## src/pkg/resv_pkg.sv

```systemverilog
package resv_pkg;

   // ------------------------------------------------------------
   // Register geometry
   // ------------------------------------------------------------
   localparam int unsigned DATA_W = 32;
   localparam int unsigned ADDR_W = 4;

   // ------------------------------------------------------------
   // Per-bit reserved behaviour codes (two bits per field bit)
   // ------------------------------------------------------------
   localparam logic [1:0] KIND_FUNC  = 2'h0;
   localparam logic [1:0] KIND_HARD  = 2'h1;
   localparam logic [1:0] KIND_STORE = 2'h2;
   localparam logic [1:0] KIND_RO    = 2'h3;

   // ------------------------------------------------------------
   // Encoding classes and privilege levels
   // ------------------------------------------------------------
   typedef enum logic [1:0] {
      ENC_VALID    = 2'h0,
      ENC_RSV_INSN = 2'h1,
      ENC_RSV_32   = 2'h2,
      ENC_RSV_64   = 2'h3
   } enc_class_t;

   localparam logic [1:0] LOWEST_LEVEL      = 2'h0;
   localparam logic [1:0] DEFAULT_TGT_LEVEL = 2'h1;

   // ------------------------------------------------------------
   // Reset values and default layout
   // ------------------------------------------------------------
   localparam logic [31:0] RESET_VALUE  = 32'h0000_0000;
   localparam logic [31:0] HAS_RESET    = 32'hFFFF_FFFF;
   // Bits 31:28 reserved-one; 23:18 mix constant, stored and read-only
   localparam logic [31:0] RSV_LEVEL    = 32'hF0A8_0000;
   localparam logic [63:0] RSV_KIND     = 64'h9A00_65F0_0000_0000;

endpackage

```

## src/hdl/reserved_bank.sv

```systemverilog
`timescale 1ns/1ps

module reserved_bank #(
   parameter logic [63:0] KIND_MAP  = resv_pkg::RSV_KIND,
   parameter logic [31:0] LEVEL_MAP = resv_pkg::RSV_LEVEL,
   parameter logic [31:0] RST_MAP   = resv_pkg::HAS_RESET,
   parameter logic [31:0] RST_VALS  = resv_pkg::RESET_VALUE
) (
   input  wire logic                        core_clk,
   input  wire logic                        rst,
   input  wire logic                        dir_we,
   input  wire logic                        ind_we,
   input  wire logic [resv_pkg::DATA_W-1:0] wr_data,
   output logic      [resv_pkg::DATA_W-1:0] rd_data,
   output logic      [resv_pkg::DATA_W-1:0] func_bits,
   input  wire logic                        enc_valid,
   input  wire resv_pkg::enc_class_t        enc_class,
   input  wire logic [1:0]                  cur_level,
   output logic                             undef_exc,
   output logic [1:0]                       exc_level,
   output logic                             unpred_flag
);
   import resv_pkg::*;

   logic [DATA_W-1:0] cell_rd;
   logic [DATA_W-1:0] func_mask;

   // ------------------------------------------------------------
   // Per-bit cells, each kind chosen per bit by the kind map
   // ------------------------------------------------------------
   genvar gi;
   generate
      for (gi = 0; gi < DATA_W; gi++) begin : g_bit
         localparam logic [1:0] K = KIND_MAP[2*gi +: 2];
         reserved_cell #(
            .KIND    (K),
            .LEVEL   (LEVEL_MAP[gi]),
            .HAS_RST (RST_MAP[gi]),
            .RST_VAL (RST_VALS[gi])
         ) u_cell (
            .core_clk (core_clk),
            .rst      (rst),
            .dir_we   (dir_we),
            .ind_we   (ind_we),
            .wr_bit   (wr_data[gi]),
            .rd_bit   (cell_rd[gi])
         );
         assign func_mask[gi] = (K == KIND_FUNC);
      end
   endgenerate

   // ------------------------------------------------------------
   // Outputs
   // ------------------------------------------------------------
   // Reserved positions are masked in func_bits so they cannot steer logic; rd_data shows them
   assign rd_data   = cell_rd;
   assign func_bits = cell_rd & func_mask;

   // ------------------------------------------------------------
   // Encoding check
   // ------------------------------------------------------------
   // Unpredictable classes are flagged; only 64-bit ones trap.
   always_ff @(posedge core_clk or posedge rst) begin
      if (rst) begin
         undef_exc   <= 1'b0;
         exc_level   <= LOWEST_LEVEL;
         unpred_flag <= 1'b0;
      end else begin
         undef_exc   <= enc_valid && enc_class == ENC_RSV_64;
         unpred_flag <= enc_valid && (enc_class == ENC_RSV_INSN ||
                                      enc_class == ENC_RSV_32);
         if (enc_valid && enc_class == ENC_RSV_64) begin
            exc_level <= (cur_level == LOWEST_LEVEL) ?
                         DEFAULT_TGT_LEVEL : cur_level;
         end
      end
   end

   // ------------------------------------------------------------
   // Checks
   // ------------------------------------------------------------
   // One set of checks per bit, picked by that bit's kind
   genvar ai;
   generate
      for (ai = 0; ai < DATA_W; ai++) begin : g_chk
         localparam logic [1:0] KA = KIND_MAP[2*ai +: 2];
         // Constant bits: nothing a write does may ever show
         if (KA == KIND_HARD || KA == KIND_RO) begin : g_fix
            fixed_read_a: assert property (
               @(posedge core_clk) disable iff (rst)
               rd_data[ai] == LEVEL_MAP[ai])
               else $error("fixed reserved bit changed");
            fixed_hidden_a: assert property (
               @(posedge core_clk) disable iff (rst)
               func_bits[ai] == 1'b0)
               else $error("fixed reserved bit leaks into logic");
         end else if (KA == KIND_STORE) begin : g_st
            // Indirect write wins when both strobes meet
            both_strobes_a: assert property (
               @(posedge core_clk) disable iff (rst)
               dir_we && ind_we |=> rd_data[ai] == LEVEL_MAP[ai])
               else $error("indirect write lost to direct write");
            if (RST_MAP[ai]) begin : g_rv
               reset_value_a: assert property (
                  @(posedge core_clk) disable iff (rst)
                  $fell(rst) |-> rd_data[ai] == RST_VALS[ai])
                  else $error("stored bit missed its reset value");
            end
            ind_force_a: assert property (
               @(posedge core_clk) disable iff (rst)
               ind_we |=> rd_data[ai] == LEVEL_MAP[ai])
               else $error("indirect write did not force level");
            dir_store_a: assert property (
               @(posedge core_clk) disable iff (rst)
               dir_we && !ind_we |=> rd_data[ai] == $past(wr_data[ai]))
               else $error("direct write not stored");
            hold_value_a: assert property (
               @(posedge core_clk) disable iff (rst)
               !dir_we && !ind_we |=> $stable(rd_data[ai]))
               else $error("stored bit changed without write");
            masked_func_a: assert property (
               @(posedge core_clk) disable iff (rst)
               func_bits[ai] == 1'b0)
               else $error("reserved bit leaks into logic");
         end else begin : g_fn
            // Functional bits store every direct write, ignore the rest
            func_pass_a: assert property (
               @(posedge core_clk) disable iff (rst)
               func_bits[ai] == rd_data[ai])
               else $error("functional bit hidden from logic");
            func_store_a: assert property (
               @(posedge core_clk) disable iff (rst)
               dir_we |=> rd_data[ai] == $past(wr_data[ai]))
               else $error("functional bit lost a direct write");
            func_keep_a: assert property (
               @(posedge core_clk) disable iff (rst)
               !dir_we |=> $stable(rd_data[ai]))
               else $error("functional bit changed without write");
         end
      end
   endgenerate

   // ------------------------------------------------------------
   // Encoding checks
   // ------------------------------------------------------------
   // Only the 64-bit class may trap; the others stay a flag so that
   // a later core can choose to trap them without a redesign; ENC_VALID is neither trapped nor flagged.
   undef_trap_a: assert property (
      @(posedge core_clk) disable iff (rst)
      enc_valid && enc_class == ENC_RSV_64 |=> undef_exc)
      else $error("reserved 64-bit encoding did not trap");

   no_trap_a: assert property (
      @(posedge core_clk) disable iff (rst)
      !(enc_valid && enc_class == ENC_RSV_64) |=> !undef_exc)
      else $error("spurious undefined exception");

   exc_target_a: assert property (
      @(posedge core_clk) disable iff (rst)
      enc_valid && enc_class == ENC_RSV_64 && cur_level == LOWEST_LEVEL
      |=> exc_level == DEFAULT_TGT_LEVEL)
      else $error("lowest level trap went to wrong level");

   exc_current_a: assert property (
      @(posedge core_clk) disable iff (rst)
      enc_valid && enc_class == ENC_RSV_64 && cur_level != LOWEST_LEVEL
      |=> exc_level == $past(cur_level))
      else $error("trap not taken at current level");

   unpred_set_a: assert property (
      @(posedge core_clk) disable iff (rst)
      enc_valid && (enc_class == ENC_RSV_INSN || enc_class == ENC_RSV_32)
      |=> unpred_flag)
      else $error("unpredictable encoding not flagged");

   unpred_clr_a: assert property (
      @(posedge core_clk) disable iff (rst)
      !(enc_valid && (enc_class == ENC_RSV_INSN ||
                      enc_class == ENC_RSV_32)) |=> !unpred_flag)
      else $error("spurious unpredictable flag");

   trap_excl_a: assert property (
      @(posedge core_clk) disable iff (rst)
      !(undef_exc && unpred_flag))
      else $error("encoding both trapped and flagged");

   // The target level is read after the trap, so it must not drift
   level_hold_a: assert property (
      @(posedge core_clk) disable iff (rst)
      !(enc_valid && enc_class == ENC_RSV_64) |=> $stable(exc_level))
      else $error("trap level moved without a trap");

   trap_level_a: assert property (
      @(posedge core_clk) disable iff (rst)
      undef_exc |-> exc_level != LOWEST_LEVEL)
      else $error("trap taken to the lowest level");

   // A stale trap left over a reset would be taken twice
   reset_idle_a: assert property (
      @(posedge core_clk) disable iff (rst)
      $fell(rst) |-> !undef_exc && !unpred_flag &&
                     exc_level == LOWEST_LEVEL)
      else $error("encoding outputs not idle after reset");

endmodule

```

## src/hdl/reserved_cell.sv

```systemverilog
`timescale 1ns/1ps

// One bit of a register with its reserved-bit treatment.
module reserved_cell #(
   parameter logic [1:0] KIND      = 2'h0,
   parameter logic       LEVEL     = 1'b0,
   parameter logic       HAS_RST   = 1'b1,
   parameter logic       RST_VAL   = 1'b0
) (
   input  wire logic core_clk,
   input  wire logic rst,
   input  wire logic dir_we,
   input  wire logic ind_we,
   input  wire logic wr_bit,
   output logic      rd_bit
);
   import resv_pkg::*;

   logic stored_reg;
   logic stored_next;

   // ------------------------------------------------------------
   // Next value
   // ------------------------------------------------------------
   // Indirect write forces the reserved level except on functional bits; direct write stores.
   always_comb begin
      stored_next = stored_reg;
      if (ind_we && KIND != KIND_FUNC) begin
         stored_next = LEVEL;
      end else if (dir_we) begin
         stored_next = wr_bit;
      end
   end

   // ------------------------------------------------------------
   // Storage
   // ------------------------------------------------------------
   generate
      if (HAS_RST) begin : g_rst
         always_ff @(posedge core_clk or posedge rst) begin
            if (rst) begin
               stored_reg <= RST_VAL;
            end else begin
               stored_reg <= stored_next;
            end
         end
      end else begin : g_norst
         // No reset: value before first write is arbitrary
         always_ff @(posedge core_clk) begin
            stored_reg <= stored_next;
         end
      end
   endgenerate

   // ------------------------------------------------------------
   // Read view
   // ------------------------------------------------------------
   always_comb begin
      case (KIND)
         KIND_HARD: rd_bit = LEVEL;
         KIND_RO:   rd_bit = LEVEL;
         default:   rd_bit = stored_reg;
      endcase
   end

endmodule

```

## config.mk

```make
export PLATFORM = sky130hd
export DESIGN_NAME = reserved_bank
export DESIGN_NICKNAME = d
export VERILOG_FILES = /design/src/pkg/resv_pkg.sv /design/src/hdl/reserved_bank.sv /design/src/hdl/reserved_cell.sv
export SDC_FILE = /design/constraint.sdc
export NUM_CORES = 1
export LEC_CHECK = 0
export BUFFER_PORTS_ARGS = -buffer_cell sky130_fd_sc_hd__buf_2
export CELL_PAD_IN_SITES_DETAIL_PLACEMENT = 2
export CELL_PAD_IN_SITES_GLOBAL_PLACEMENT = 2
export CORE_MARGIN = 4
export CORE_UTILIZATION = 26
export CTS_CLUSTER_DIAMETER = 80
export CTS_CLUSTER_SIZE = 30
export DETAILED_ROUTE_END_ITERATION = 10
export PLACE_DENSITY = 0.87
export SYNTH_ARGS = -nofsm -noshare
export SYNTH_HDL_FRONTEND = slang
export SYNTH_SLANG_ARGS = --single-unit
```

## constraint.sdc

```tcl
create_clock -name core_clk -period 2.1 [get_ports core_clk]
set_input_delay 0.21 -clock core_clk [delete_from_list [all_inputs] [get_ports core_clk]]
set_output_delay 0.21 -clock core_clk [all_outputs]
set_load 0.02 [all_outputs]
```

==> metrics <==
number of global-route vias before repair 1063; fmax 952 MHz; clock-pin slew on the worst setup and hold paths 0.07 ns; commonest non-fill, non-tap cells in the layout buf_2 (86), dfrtp_1 (30), mux2_2 (17), conb_1 (16); RSZ-0062 raised after global routing false; worst setup path class reg2out; TritonCTS Buffers 5; GRT Total Usage 9.31%; share of the synthesized area in the top cell type 45.3%; flops & latches, synth 30; total grt overflow 0; post-cts repair resize count 0; placer congestion estimate 0.628; Antenna Nets Post-Route 0; clk root buf clkbuf_8; worst-margin pin slew 0.704 ns; Total Wirelength 3.50 mm; status finished, final reports clean; Syn-to-layout area delta 9.74%; Final HPWL DP 2.79 mm; max cap viols 0; routed vias/inst 3.87; Avg WL per Cell 13.8 µm; FF-to-FF Start g_bit[29].u_cell.rd_bit; Sinks on Clock Net 30; crit path time final 1.05 ns; largest stage delay on the critical path 0.39 ns; power density over cell area 847 nW/µm²; Leak 0.962 nW; placed cells 246; fill count 679; post-route cell area 1820 µm²; crit path max fanout 3; commonest non-fill, non-tap cell in the layout buf_2; core outline area 6060 µm²; Post-Synthesis Cells 137; Syn. warnings 0; first-pass GRT wire length 5.37 mm; Setup crit start kind register; arrival time worst endpoint 0.84 ns; Multi-input gate area 437 µm²; slew margin rel. 53.1%; Die Width 87.8 µm; post-CTS setup buffers 0; share of cells above drive strength 1 65.4%; drt first pass iters 2; initial core utilization 27.3%; Mapped Avg Cell Area 12.1 µm²; ant diodes 0; Worst Path Buf+Inv 1; Net count, final 220; Clock Skew 0 ns; Largest delay share family, worst path flip-flops; Worst-Skew Late Latency 0.28 ns; Yosys cell types 16; CTS tree built; Post-Layout Cell Count 254; DR iter-0 viols 2; top cells by area, synth dfrtp_1 (45%), buf_4 (29%), mux2_2 (12%); fin crit share 50.0%; Reg area 751 µm²; largest net degree at the start of global routing 31; Slew Limit Fails 0; H-tree levels 2; row cnt 28; cell taking the most area after synthesis dfrtp_1; CP startpoint g_bit[13].u_cell.rd_bit; antenna violations before repair 0; Fin. Hold Viols 0; Die H 87.8 µm; via count 984; dpl cell area 1730 µm²; setup TNS 0 ns; IO Port Bufs 86; Hold WC Path Type in2async; Worst path slowest cell dfrtp_1; DRC Markers 0; crit path cell chain buf_2; Setup crit end kind output port; Peak VDD IR 0.000252 V; Die Area 7710 µm²; Worst EP required 1.89 ns; CTS Hold Buffers Added 0; Longest Clk Path Bufs 2; sequential share of the synthesized area 45.3%; mapped cell area 1660 µm²; final setup fails 0; io pins 109
-- state kept, by name (all words and copies together), names as in the netlist --
signal               flops
exc_level                2
g_bit.u_cell.rd_bit     26
undef_exc                1
unpred_flag              1
-- routing by layer --
layer  GRT usage (%)  up-vias  routed length (µm)
met5               0        -                   0
met4            2.93        0                  38
met3            4.61        5                 450
met2            16.4       66                1770
met1            9.72      472                1240
li1                -      441                   -
-- per-stage QoR --
step	util [%]	power, mW	hold slack, ns	setup WS, ns
floorplan	-	1.08	0.276	1.16
global placement	28.5	1.06	0.320	0.772
detailed placement	28.5	1.08	0.339	0.737
CTS	30.0	1.58	0.0326	1.03
global route	30.0	1.64	0.0582	0.997
finish	30.0	1.54	0.0177	1.05
-- cells in the mapped netlist --
cell type  instances
buf_6              1
nor2b_1            3
a21oi_1            1
mux2_2            17
inv_1              2
ha_1               1
buf_8              1
conb_1             2
and2_1             2
buf_4             65
dfrtp_1           30
mux2_4             6
a31oi_1            1
nor2_1             1
mux2i_1            1
a211o_1            3
-- logic make-up after synthesis --
logic type | synth area share [%]
AOI/OAI and AO/OA | 2.27
adders and majority gates | 0.755
buffers and inverters | 31.5
DFF | 45.3
muxes | 17.6
other | 0.453
and+or+nand+nor | 2.11
-- power breakdown --
| group | switching, mW | internal [mW] | total [mW] |
|---|---|---|---|
| logic | 0.243 | 0.146 | 0.389 |
| clock network | 0.217 | 0.264 | 0.481 |
| registers | 0.0345 | 0.634 | 0.669 |
| total | 0.495 | 1.04 | 1.54 |
-- path summary, 6_finish.rpt --
kind                                           endpoint  slack (ns)  depth (start not counted)
worst max-delay path                      func_bits[13]        1.05                          1
min in group core_clk                      exc_level[0]        0.13                          2
worst max register to register  g_bit[29].u_cell.rd_bit        1.20                          2
worst min register to register             exc_level[1]        0.53                          1
worst min-delay path             g_bit[6].u_cell.rd_bit        0.02                          3
max in group asynchronous       g_bit[27].u_cell.rd_bit        1.80                          3
-- final cells by class --
cell class	count	area share [%]
timing repair buffer	87	24.1
clock inverter	1	0.275
multi-input combinational	52	24.0
clock buffer	7	4.75
inverter	2	0.413
tap	75	5.16
sequential	30	41.3
(Power assumes the default switching activity.)
